$ cat config.mk
export PLATFORM = sky130hd
export DESIGN_NAME = ascr_top
export DESIGN_NICKNAME = d
export VERILOG_FILES = /design/src/logic/ascr_pkg.sv /design/src/logic/ascr_res_if.sv /design/src/logic/ascr_result_slot.sv /design/src/logic/ascr_top.sv
export SDC_FILE = /design/constraint.sdc
export NUM_CORES = 1
export LEC_CHECK = 0
export BUFFER_PORTS_ARGS = -buffer_cell sky130_fd_sc_hd__clkbuf_2
export CAP_MARGIN = 10
export CORE_MARGIN = 2
export CORE_UTILIZATION = 57
export DETAILED_ROUTE_END_ITERATION = 7
export GPL_ROUTABILITY_DRIVEN = 0
export PLACE_DENSITY = 0.78
export SLEW_MARGIN = 5
export SYNTH_ARGS = -nofsm -noshare
export SYNTH_HDL_FRONTEND = slang
export SYNTH_HIERARCHICAL = 1
export SYNTH_SLANG_ARGS = --single-unit
$ cat constraint.sdc
create_clock -name sys_clk -period 7.9 [get_ports sys_clk]
set_input_delay 0.395 -clock sys_clk [delete_from_list [all_inputs] [get_ports sys_clk]]
set_output_delay 0.395 -clock sys_clk [all_outputs]
set_load 0.05 [all_outputs]
$ cat src/logic/ascr_pkg.sv
// Purpose: Shared constants and types for the converter result-capture block
// Assumes: 32-bit register bus with byte addresses
// Notes: Control and flag register layouts are local to this block
package ascr_pkg;
   // ==========================================================
   // Sizes
   localparam int NSEQ = 2;
   localparam int NCH = 12;
   localparam int CHW = 4;
   localparam int RW = 12;
   localparam int NTRG = 8;
   localparam int TSW = 3;
   localparam int PTRW = 5;

   // ==========================================================
   // Register addresses
   localparam logic [31:0] ADDR_A_CTL = 32'h4001c008;
   localparam logic [31:0] ADDR_B_CTL = 32'h4001c00c;
   localparam logic [31:0] ADDR_A_RES = 32'h4001c010;
   localparam logic [31:0] ADDR_B_RES = 32'h4001c014;
   localparam logic [31:0] ADDR_FLAGS = 32'h4001c018;

   // ==========================================================
   // Result word layout
   localparam int RES_VAL_LSB = 4;
   localparam int RES_RNG_LSB = 16;
   localparam int RES_CRS_LSB = 18;
   localparam int RES_CHN_LSB = 26;
   localparam int RES_OVR_BIT = 30;
   localparam int RES_VLD_BIT = 31;
   localparam logic [1:0] RNG_IN = 2'h0;
   localparam logic [1:0] RNG_BELOW = 2'h1;
   localparam logic [1:0] RNG_ABOVE = 2'h2;
   localparam logic [1:0] CRS_NONE = 2'h0;
   localparam logic [1:0] CRS_DOWN = 2'h2;
   localparam logic [1:0] CRS_UP = 2'h3;

   // ==========================================================
   // Sequence control layout
   localparam int CTL_CH_LSB = 0;
   localparam int CTL_TSEL_LSB = 12;
   localparam int CTL_TPOL_BIT = 18;
   localparam int CTL_INTEN_BIT = 27;
   localparam int CTL_OVREN_BIT = 28;
   localparam int CTL_MODE_BIT = 30;
   localparam int CTL_EN_BIT = 31;
   localparam logic [31:0] CTL_IMPL_MASK = 32'hd8047fff;
   localparam logic [31:0] CTL_RESET = 32'h00000000;

   // ==========================================================
   // Sequencer states
   typedef enum logic [2:0] {
      SQ_IDLE = 3'b001,
      SQ_REQ = 3'b010,
      SQ_WAIT = 3'b100
   } ascr_seq_state_t;
endpackage

$ cat src/logic/ascr_res_if.sv
// Purpose: Carrier between the sequencer and one result-word holder
// Assumes: All signals on sys_clk
// Notes: One instance per sequence
`timescale 1ns/100ps
interface ascr_res_if;
   logic load;       // End of conversion for this sequence
   logic [11:0] value;
   logic [3:0] chan;
   logic [1:0] rng;
   logic [1:0] crs;
   logic rd_clr;     // Software read of the word
   logic [31:0] word;
   modport slot (input load, value, chan, rng, crs, rd_clr, output word);
   modport user (output load, value, chan, rng, crs, rd_clr, input word);
endinterface

$ cat src/logic/ascr_result_slot.sv
// Purpose: Holds one global result word with fresh and overrun flags
// Assumes: Read and load are single-cycle strobes
// Notes: Read clears both flags; a coincident load still sets fresh
`timescale 1ns/100ps
module ascr_result_slot (
   input wire logic sys_clk,  // Peripheral clock
   input wire logic srst,     // Synchronous reset, high
   ascr_res_if.slot s         // Result word carrier
);
   logic [ascr_pkg::RW-1:0] val_r;
   logic [ascr_pkg::CHW-1:0] chan_r;
   logic [1:0] rng_r;
   logic [1:0] crs_r;
   logic vld_r;
   logic ovr_r;
   logic vld_nxt;
   logic ovr_nxt;

   // ==========================================================
   // Flag update, load sets fresh over read clear; read clear wins over overrun set
   assign vld_nxt = s.load | (vld_r & ~s.rd_clr);
   assign ovr_nxt = (s.load & vld_r & ~s.rd_clr) | (ovr_r & ~s.rd_clr);

   // Capture fields of the latest conversion
   always_ff @(posedge sys_clk) begin
      if (srst) begin
         val_r <= '0;
         chan_r <= '0;
         rng_r <= ascr_pkg::RNG_IN;
         crs_r <= ascr_pkg::CRS_NONE;
      end else if (s.load) begin
         val_r <= s.value;
         chan_r <= s.chan;
         rng_r <= s.rng;
         crs_r <= s.crs;
      end
   end

   // Fresh and overrun flags
   always_ff @(posedge sys_clk) begin
      if (srst) begin
         vld_r <= 1'b0;
         ovr_r <= 1'b0;
      end else begin
         vld_r <= vld_nxt;
         ovr_r <= ovr_nxt;
      end
   end

   // Word assembly, reserved bits zero
   always_comb begin
      s.word = '0;
      s.word[ascr_pkg::RES_VAL_LSB +: ascr_pkg::RW] = val_r;
      s.word[ascr_pkg::RES_RNG_LSB +: 2] = rng_r;
      s.word[ascr_pkg::RES_CRS_LSB +: 2] = crs_r;
      s.word[ascr_pkg::RES_CHN_LSB +: ascr_pkg::CHW] = chan_r;
      s.word[ascr_pkg::RES_OVR_BIT] = ovr_r;
      s.word[ascr_pkg::RES_VLD_BIT] = vld_r;
   end
endmodule

$ cat src/logic/ascr_top.sv
// Purpose: Sequence enable, trigger and result capture for a 12-bit converter
// Assumes: Converter answers each start with one conv_done pulse
// Notes: Sequence A has priority over sequence B at the converter
// Contract
// - Enable bit 31 low: sequence disabled, its triggers ignored.
// - Enable cleared mid-sequence: current conversion finishes, then sequence stops.
// - Re-enabled halted sequence waits a new trigger, resumes at next channel.
// - Enable set while trigger already active launches the sequence at once.
// - Writing 1 to the enable bit accepts triggers.
// - Separate result word per sequence holds its latest conversion.
// - Value sits in bits 15:4; bits 3:0 reserved.
// - Value is unsigned fraction of the reference span.
// - Bits 29:26 hold source channel number.
// - Fresh flag bit 31 set when a new value loads.
// - Reading the result word clears fresh and overrun flags.
// - Overrun set when a value loads while fresh still set.
// - Mode 0 with interrupt enabled: fresh flag drives sequence interrupt.
// - Mode 0 with overrun enabled: overrun flag feeds overrun interrupt.
// - Bits 17:16 give window compare against low and high thresholds.
// - Bits 19:18 give low threshold crossing versus previous channel sample.
// - Window codes: 0 in range, 1 below, 2 above, 3 reserved.
// - Crossing codes: 0 none, 2 downward, 3 upward, 1 reserved.
// - Mode 1: flag set at sequence end; overrun flag not forwarded.
`timescale 1ns/100ps
module ascr_top (
   input wire logic sys_clk,                          // Peripheral clock
   input wire logic srst,                             // Synchronous reset
   input wire logic [31:0] bus_addr,                  // Register byte address
   input wire logic [31:0] bus_wdata,                 // Write data
   input wire logic bus_wr,                           // Write strobe
   input wire logic bus_rd,                           // Read strobe
   output logic [31:0] bus_rdata,                     // Read data, next cycle
   input wire logic [ascr_pkg::NTRG-1:0] trig_in,     // Trigger inputs
   input wire logic [ascr_pkg::RW-1:0] low_threshold, // Window low bound
   input wire logic [ascr_pkg::RW-1:0] high_threshold,// Window high bound
   output logic conv_start,                           // Start pulse to converter
   output logic [ascr_pkg::CHW-1:0] conv_channel,     // Channel to convert
   input wire logic conv_done,                        // Conversion finished
   input wire logic [ascr_pkg::RW-1:0] conv_value,    // Converted value
   output logic [ascr_pkg::NSEQ-1:0] seq_int,         // Per-sequence interrupt
   output logic ovr_int                               // Overrun interrupt
);
   // ==========================================================
   // Helper: first enabled channel at or above a start index
   function automatic logic [ascr_pkg::PTRW-1:0] next_chan(
      input logic [ascr_pkg::NCH-1:0] mask,
      input logic [ascr_pkg::PTRW-1:0] lo
   );
      logic [ascr_pkg::PTRW-1:0] res;
      res = '0;
      for (int i = ascr_pkg::NCH - 1; i >= 0; i--) begin
         if (mask[i] && (i >= int'(lo))) begin
            res = {1'b1, i[ascr_pkg::CHW-1:0]};
         end
      end
      return res;
   endfunction

   // ==========================================================
   // Shared state
   logic [31:0] ctl_r [ascr_pkg::NSEQ];
   logic [ascr_pkg::NSEQ-1:0] eos_flag_r;
   logic [ascr_pkg::NSEQ-1:0] eos_pulse;
   logic [ascr_pkg::NSEQ-1:0] req;
   logic [ascr_pkg::NSEQ-1:0] grant;
   logic [ascr_pkg::NSEQ-1:0] rd_res;
   logic [ascr_pkg::NSEQ-1:0] wr_ctl;
   logic [ascr_pkg::NSEQ-1:0] vld;
   logic [ascr_pkg::NSEQ-1:0] ovr;
   logic [ascr_pkg::NSEQ-1:0] mode;
   logic [31:0] res_word [ascr_pkg::NSEQ];
   logic [ascr_pkg::CHW-1:0] cur_ch [ascr_pkg::NSEQ];
   logic busy_r;
   logic owner_r;
   logic conv_start_r;
   logic [ascr_pkg::CHW-1:0] conv_channel_r;
   logic [31:0] bus_rdata_r;
   logic [31:0] rd_mux;
   logic wr_flags;
   logic [ascr_pkg::NCH-1:0] above_r;
   logic [ascr_pkg::NCH-1:0] seen_r;
   logic [1:0] rng_now;
   logic [1:0] crs_now;
   logic above_now;
   logic done_ok;

   // ==========================================================
   // Register bus decode
   assign wr_flags = bus_wr & (bus_addr == ascr_pkg::ADDR_FLAGS);
   assign wr_ctl[0] = bus_wr & (bus_addr == ascr_pkg::ADDR_A_CTL);
   assign wr_ctl[1] = bus_wr & (bus_addr == ascr_pkg::ADDR_B_CTL);
   assign rd_res[0] = bus_rd & (bus_addr == ascr_pkg::ADDR_A_RES);
   assign rd_res[1] = bus_rd & (bus_addr == ascr_pkg::ADDR_B_RES);

   // Read mux; result words are read-only, unmapped reads zero
   always_comb begin
      rd_mux = '0;
      case (bus_addr)
         ascr_pkg::ADDR_A_CTL: rd_mux = ctl_r[0];
         ascr_pkg::ADDR_B_CTL: rd_mux = ctl_r[1];
         ascr_pkg::ADDR_A_RES: rd_mux = res_word[0];
         ascr_pkg::ADDR_B_RES: rd_mux = res_word[1];
         ascr_pkg::ADDR_FLAGS: rd_mux = {{(32-ascr_pkg::NSEQ){1'b0}}, eos_flag_r};
         default: rd_mux = '0;
      endcase
   end

   // Read data register, valid only the cycle after the strobe
   always_ff @(posedge sys_clk) begin
      if (srst) begin
         bus_rdata_r <= '0;
      end else begin
         bus_rdata_r <= bus_rd ? rd_mux : '0;
      end
   end
   assign bus_rdata = bus_rdata_r;

   // ==========================================================
   // Converter arbitration, sequence A first
   assign grant[0] = req[0] & ~busy_r;
   assign grant[1] = req[1] & ~busy_r & ~req[0];
   assign done_ok = conv_done & busy_r;

   // Converter handshake registers
   always_ff @(posedge sys_clk) begin
      if (srst) begin
         busy_r <= 1'b0;
         owner_r <= 1'b0;
         conv_start_r <= 1'b0;
         conv_channel_r <= '0;
      end else begin
         conv_start_r <= |grant;
         if (|grant) begin
            busy_r <= 1'b1;
            owner_r <= grant[1];
            conv_channel_r <= grant[1] ? cur_ch[1] : cur_ch[0];
         end else if (done_ok) begin
            busy_r <= 1'b0;
         end
      end
   end
   assign conv_start = conv_start_r;
   assign conv_channel = conv_channel_r;

   // ==========================================================
   // Threshold window and crossing of the low bound
   assign above_now = (conv_value >= low_threshold);
   assign rng_now = (conv_value < low_threshold) ? ascr_pkg::RNG_BELOW :
                    (conv_value > high_threshold) ? ascr_pkg::RNG_ABOVE :
                    ascr_pkg::RNG_IN;
   assign crs_now = (!seen_r[conv_channel_r] ||
                     (above_r[conv_channel_r] == above_now)) ? ascr_pkg::CRS_NONE :
                    above_now ? ascr_pkg::CRS_UP : ascr_pkg::CRS_DOWN;

   // Per-channel previous side of the low bound
   always_ff @(posedge sys_clk) begin
      if (srst) begin
         above_r <= '0;
         seen_r <= '0;
      end else if (done_ok) begin
         above_r[conv_channel_r] <= above_now;
         seen_r[conv_channel_r] <= 1'b1;
      end
   end

   // ==========================================================
   // Per-sequence sequencer, control and result word
   for (genvar g = 0; g < ascr_pkg::NSEQ; g++) begin : g_seq
      ascr_res_if rif ();
      ascr_pkg::ascr_seq_state_t st_r;
      logic [ascr_pkg::CHW-1:0] cur_r;
      logic resume_r;
      logic trig_prev_r;
      logic en;
      logic act;
      logic fire;
      logic mine;
      logic [ascr_pkg::NCH-1:0] mask;
      logic [ascr_pkg::TSW-1:0] tsel;
      logic [ascr_pkg::PTRW-1:0] first;
      logic [ascr_pkg::PTRW-1:0] after;

      // Control fields
      assign en = ctl_r[g][ascr_pkg::CTL_EN_BIT];
      assign mode[g] = ctl_r[g][ascr_pkg::CTL_MODE_BIT];
      assign mask = ctl_r[g][ascr_pkg::CTL_CH_LSB +: ascr_pkg::NCH];
      assign tsel = ctl_r[g][ascr_pkg::CTL_TSEL_LSB +: ascr_pkg::TSW];
      assign act = trig_in[tsel] ~^ ctl_r[g][ascr_pkg::CTL_TPOL_BIT];

      // Launch on entry to active level; disabled history counts inactive
      assign fire = en & act & ~trig_prev_r;
      assign first = next_chan(mask, '0);
      assign after = next_chan(mask, ascr_pkg::PTRW'({1'b0, cur_r} + 5'h01));
      assign mine = done_ok & (owner_r == g[0]);
      assign req[g] = (st_r == ascr_pkg::SQ_REQ) & en;
      assign cur_ch[g] = cur_r;
      assign eos_pulse[g] = mine & (st_r == ascr_pkg::SQ_WAIT) &
                            ~after[ascr_pkg::CHW];

      // Control register write
      always_ff @(posedge sys_clk) begin
         if (srst) begin
            ctl_r[g] <= ascr_pkg::CTL_RESET;
         end else if (wr_ctl[g]) begin
            ctl_r[g] <= bus_wdata & ascr_pkg::CTL_IMPL_MASK;
         end
      end

      // Trigger history
      always_ff @(posedge sys_clk) begin
         if (srst) begin
            trig_prev_r <= 1'b0;
         end else begin
            trig_prev_r <= en & act;
         end
      end

      // Sequencer
      always_ff @(posedge sys_clk) begin
         if (srst) begin
            st_r <= ascr_pkg::SQ_IDLE;
            cur_r <= '0;
            resume_r <= 1'b0;
         end else begin
            case (st_r)
               ascr_pkg::SQ_IDLE: begin
                  if (fire && resume_r) begin
                     st_r <= ascr_pkg::SQ_REQ;
                     resume_r <= 1'b0;
                  end else if (fire && first[ascr_pkg::CHW]) begin
                     st_r <= ascr_pkg::SQ_REQ;
                     cur_r <= first[ascr_pkg::CHW-1:0];
                  end
               end
               ascr_pkg::SQ_REQ: begin
                  if (!en) begin
                     st_r <= ascr_pkg::SQ_IDLE;
                     resume_r <= 1'b1;
                  end else if (grant[g]) begin
                     st_r <= ascr_pkg::SQ_WAIT;
                  end
               end
               ascr_pkg::SQ_WAIT: begin
                  if (mine) begin
                     if (after[ascr_pkg::CHW]) begin
                        cur_r <= after[ascr_pkg::CHW-1:0];
                        st_r <= en ? ascr_pkg::SQ_REQ : ascr_pkg::SQ_IDLE;
                        resume_r <= ~en;
                     end else begin
                        st_r <= ascr_pkg::SQ_IDLE;
                        resume_r <= 1'b0;
                     end
                  end
               end
               default: st_r <= ascr_pkg::SQ_IDLE;
            endcase
         end
      end

      // Result word feed
      assign rif.load = mine;
      assign rif.value = conv_value;
      assign rif.chan = conv_channel_r;
      assign rif.rng = rng_now;
      assign rif.crs = crs_now;
      assign rif.rd_clr = rd_res[g];
      assign res_word[g] = rif.word;
      assign vld[g] = rif.word[ascr_pkg::RES_VLD_BIT];
      assign ovr[g] = rif.word[ascr_pkg::RES_OVR_BIT];

      // Result word holder
      ascr_result_slot u_slot (
         .sys_clk(sys_clk),
         .srst(srst),
         .s(rif.slot)
      );

      // Interrupt request per sequence
      assign seq_int[g] = ctl_r[g][ascr_pkg::CTL_INTEN_BIT] &
                          (mode[g] ? eos_flag_r[g] : vld[g]);
   end

   // ==========================================================
   // End-of-sequence flags, write one to clear, set wins
   always_ff @(posedge sys_clk) begin
      if (srst) begin
         eos_flag_r <= '0;
      end else begin
         eos_flag_r <= (eos_pulse & mode) |
                       (eos_flag_r & ~(wr_flags ? bus_wdata[ascr_pkg::NSEQ-1:0] : '0));
      end
   end

   // Overrun request, only sequences in per-conversion mode
   assign ovr_int = |(ovr & ~mode &
                      {ctl_r[1][ascr_pkg::CTL_OVREN_BIT],
                       ctl_r[0][ascr_pkg::CTL_OVREN_BIT]});
endmodule

# == After elaboration in Yosys (flattened, before gate mapping) ==
# Memories as Yosys holds them, arrays and structs flattened.
# Index checks and enable logic that the tools add are counted.
# totals
regBits,127
mem_bits_rw,40
memories,1
output_inout_bits,40
input_bits,113
# memory_table
name,depth,word_bits,rd,rd_ports_with_merged_regs,wr,line_no,text
ctl_r,2,20,2,0,2,ascr_top.sv:61,logic [31:0] ctl_r [ascr_pkg::NSEQ];
# op_classes
bitwise_logic,59
n_eq_ne,28
mux,116
order_cmp,31
n_reduce_logical,45
addsub,2
# ops
operator,count
$mux 5,48
$eq 32x31->1 const B,5
$pmux 32 s5,1
$ge 3x5->1 const A,8
$ge 4x5->1 const A,8
$mux 20,2
$mux 4,9
$and 1x1->1,31
$mux 3,10
$logic_and 1x1->1,29
$mux 1,26
$ne 2x2->1 const B,12
$ge 1x5->1 const A,4
$ge 2x5->1 const A,4
$pmux 3 s3,2
$mux 2,8
$pmux 4 s2,2
$bwmux 12,1
$ge 12x12->1,1
$gt 12x12->1,1
$lt 12x12->1,1
$ne 3x3->1 const B,4
$not 1->1,12
$or 12x12->12,1
25 further kinds,51

# == Longest topological paths before layout ==
# depth
depth_word,19
depth_mapped,12

# == By module ==
# Netlist, hierarchy kept.
# by_module_without_submodules
module,area_each_um2,instances,cells_each
ascr_top,7592.3,1,871
ascr_result_slot,899.6,2,85

# == Worst setup path before layout ==
# OpenSTA, ideal clock, no wires.
# synth_timing
path_kind,reg-to-reg
from,register g_seq[1].cur_r[1] (netlist bit)
to,register g_seq[1].resume_r
arrival_ns,2.506
setup_ns,0.132
setup_slack_ns,5.262
t_required_ns,7.768
path_stages_with_launch,12
cell_sequence,dfxtp_1 buf_2 inv_1 ha_1 clkbuf_1 or4_1 o22a_1 o21ai_1 nand2_1 or3_1 a31oi_1 nor3_1
# synth_between
elab_chain_cells,18
# synth_lines
element,line_no,text
"start, declared",ascr_top.sv:171,logic [ascr_pkg::CHW-1:0] cur_r;
"start signal, assigned",ascr_top.sv:232,cur_r <= first[ascr_pkg::CHW-1:0];
"start signal, assigned",ascr_top.sv:246,cur_r <= after[ascr_pkg::CHW-1:0];
$add 4x1->5 (*),ascr_top.sv:193,"assign after = next_chan(mask, ascr_pkg::PTRW'({1'b0, cur_r} + 5'h01));"
$ge 4x5->1,ascr_top.sv:52,if (mask[i] && (i >= int'(lo))) begin
$logic_and 1x1->1,ascr_top.sv:52,
$mux 5 (11 in a row),ascr_top.sv:52,
$mux 5 (*),ascr_top.sv:52,
$mux 1 (*),ascr_top.sv:245,if (after[ascr_pkg::CHW]) begin
$mux 1 (*),ascr_top.sv:244,if (mine) begin
$pmux 1 s3 (*),ascr_top.sv:225,case (st_r)
"end signal, assigned",ascr_top.sv:248,resume_r <= ~en;
"end, declared",ascr_top.sv:172,logic resume_r;
# Mark *: on every way between the ends. The rest lies on a longest branch, timed or not. The select of a mux whose other input is x is not followed.
# A chain may end at the register's enable or synchronous reset.

==> qor.log <==
qor: status.outcome finished, final reports clean
qor: synthesis.synth-edff-count 40
qor: setup_path.worst_path_dominant_cell_family simple AND/OR/NAND/NOR gates
qor: worst_hold_path.worstHoldPathType in -> reg
qor: detailed_routing.wirelength 24100 um
qor: setup_path.critical-path-slowest-cell nor2_1
qor: sta.grt_setup_unrepaired false
qor: floorplan.core_region_area 0.0160 mm2
qor: global_routing.grt_max_degree 89
qor: sta.final-setup-viol-count 0
qor: job.max_cap_violations 0
qor: clock_tree.cts_resized 0
qor: synthesis.yosysWarningCount 6
qor: sta.maximum_clock_rate 0.301 GHz
qor: detailed_routing.drtAntennaViolNets 0
qor: detailed_routing.count_of_routing_violations_after_the_opening_detailed_route_iteration 829
qor: sta.number_of_failing_hold_endpoints_at_the_final_stage 0
qor: synthesis.number_of_distinct_library_cells_after_synthesis 75
qor: global_routing.via_count_of_the_first_global_routing_pass 7720
qor: setup_path.worstPathMaxFanout 23
qor: clock_tree.post-cts-setup-buffers 0
qor: synthesis.yosysMostFrequentCell nor2_1
qor: setup_path.setup.worst_path.end_class register
qor: synthesis.synth_area_leaders dfxtp_1 (27%), edfxtp_1 (13%), mux2i_1 (6.9%)
qor: floorplan.placement_rows 46
qor: placed_design.buffer_ports.inserted 140
qor: placed_design.placement.setup.worst_slack 4260 ps
qor: floorplan.die_y 132 um
qor: setup_path.reg2reg_setup_slack 4710 ps
qor: setup_path.crit_cells 9
qor: detailed_routing.route.detailed.drc 0
qor: clock_tree.clock_latency 430 ps
qor: setup_path.cp_slowest_stage_delay 880 ps
qor: layout.antennaDiodeCount 0
qor: sta.tightestPinTransition 1130 ps
qor: floorplan.ios 153
qor: synthesis.syn-cell-area 0.00939 mm2
qor: global_routing.grt-ovfl-total 0
qor: detailed_routing.drt-vias-per-instance 5.99
qor: sta.min_period_over_period 42.0%
qor: clock_tree.cts.hold.buffers_added 0
qor: synthesis.syn_avg_cell_area 9.02 um2
qor: synthesis.dominantRegCellSynth dfxtp_1
qor: global_routing.grt_usage 27.2%
qor: setup_path.cp_cell_sequence clkbuf_2 -> nor4b_1 -> nand4_1 -> nor4b_4 -> buf_4 -> and2_1 -> nand2_1 -> nor2_1 -> and2_1
qor: detailed_routing.drt-wirelength-per-cell 17.6 um
qor: sta.max-slew-margin-rel 24.3%
qor: floorplan.initial_core_util 58.7%
qor: clock_tree.cts.root.buffer_cell clkbuf_16
qor: setup_path.ff2ff_path_depth 8
qor: setup_path.critical_path_class in -> reg
qor: sta.fin_setup_tns 0 ps
qor: detailed_routing.overall_via_count_from_detail_route 8225
qor: setup_path.cp.buffers_inverters 2
qor: sta.final_critical_path_setup_slack 4580 ps
qor: global_routing.first_pass_grt_wire_length 38500 um
qor: pwr.power.density 200 mW/mm2
qor: sta.clock-skew-final 7.86 ps
qor: pwr.vdd_ir_drop_max 0.164 mV
qor: clock_tree.cts.reportedPaths.clkPinSlew 70 ps
qor: floorplan.design.die.area 0.0175 mm2
qor: pwr.power_leakage 4.18 nW
qor: floorplan.chipWidth 132 um
qor: synthesis.synthDominantCellAreaShare 27.1%
qor: synthesis.synth_cells 1041
qor: synthesis.ys_seq_elements 167
qor: sta.slew_viol_final 0
qor: detailed_routing.first_pass_iters 8
qor: layout.drive_above_1_share 18.3%
qor: clock_tree.cts_htree_levels 4
qor: clock_tree.clock_tree.buffer_depth 2
qor: layout.area_delta_synth_final 12.8%
qor: worst_hold_path.min_path_cells 2
qor: synthesis.async_flop_share 0%
qor: clock_tree.cts_made_buffers 17
qor: synthesis.sequential_share_of_the_synthesized_area 39.9%
qor: layout.utilization 66.2%
qor: setup_path.signal_arrival_time_at_the_worst_endpoint 3610 ps
qor: layout.nets 1286
qor: clock_tree.tritoncts yes
qor: synthesis.synth_top_area_cell dfxtp_1
qor: placed_design.detailed_place_hpwl 16900 um
qor: global_routing.antenna_found_initial 0
qor: setup_path.cp.required 8190 ps
qor: setup_path.worst_setup_path_start_kind input port
qor: sta.min_cycle_time_layout 3320 ps
qor: synthesis.synthTopCellsByCount nor2_1 (166), dfxtp_1 (127), mux2i_1 (65), nand2_1 (50), a21oi_1 (48)
qor: setup_path.worst_path_most_repeated_cell and2_1
qor: clock_tree.clock_sinks 167
==> per-layer routing <==
layer / GRT usage (%) / wire [um] / part of all wire, %
met5: 0 / 0 / 0
met4: 10.1 / 569 / 2.4
met3: 4.58 / 1750 / 7.3
met2: 45.1 / 11300 / 47
met1: 35.7 / 10500 / 43
==> flip-flops by register name (all words and copies together), names as in the netlist, 4 cells and up <==
| name | count |
|---|---|
| ctl_r | 40 |
| g_seq.st_r | 6 |
| g_seq.u_slot/val_r | 24 |
| g_seq.u_slot/crs_r | 4 |
| conv_channel | 4 |
| g_seq.u_slot/chan_r | 8 |
| g_seq.u_slot/rng_r | 4 |
| seen_r | 12 |
| g_seq.cur_r | 8 |
| above_r | 12 |
| bus_rdata | 32 |
==> placed cells by master, fill, tap and decap left out, types with 20 or more instances in the layout <==
master,count
a21oi_1,48
a222oi_1,20
a22o_1,20
and2_1,45
clkbuf_2,139
conb_1,20
dfxtp_1,127
edfxtp_1,40
ha_1,30
inv_1,45
mux2i_1,65
nand2_1,50
nand2b_1,20
nor2_1,165
nor3_1,42
o21ai_0,22
==> where the power goes <==
part,internal [mW],switching [mW],total [mW]
Clock,0.456,0.354,0.809
Combinational,0.146,0.191,0.337
Sequential,0.905,0.0697,0.975
==> per-stage QoR <==
step	area (um2)	instances	hold WS, ps	total power [mW]
final	10600	1372	250	2.12
after global routing	10600	1372	242	2.20
after CTS	10600	1372	244	2.12
after detailed placement	10000	1340	460	1.32
after global placement	10000	1340	447	1.31
after floorplan	9460	1059	432	1.23
==> cell families (layout without fill, tap and decap cells) <==
| family | count (synthesis) | after routing | synth area share [%] |
|---|---|---|---|
| compound gates | 211 | 211 | 16.5 |
| xor+xnor | 5 | 5 | 0.466 |
| fa+ha+maj | 30 | 30 | 4.00 |
| buf+inv | 127 | 224 | 7.09 |
| flops | 167 | 167 | 39.9 |
| mux | 78 | 78 | 9.69 |
| other cells | 2 | 20 | 0.0800 |
| simple gates | 421 | 421 | 22.4 |
==> path summary, 6_finish.rpt <==
| kind | startpoint | end |
|---|---|---|
| worst max-delay path | bus_addr[10] | ctl_r[1][0] |
| worst min-delay path | bus_wdata[30] | ctl_r[0][18] |
| worst max register to register | g_seq[0].cur_r[0] | eos_flag_r[0] |
| worst min register to register | seen_r[11] | seen_r[11] |
==> layout make-up <==
class	instances	area [um2]
clock buffer	19	454
tap	216	270
inverter	45	169
clock inverter	13	120
timing repair buffer	147	753
sequential	167	3740
fill	1336	5410
multi-input combinational	765	5080
No activity file was read; power rests on OpenSTA's default activity.
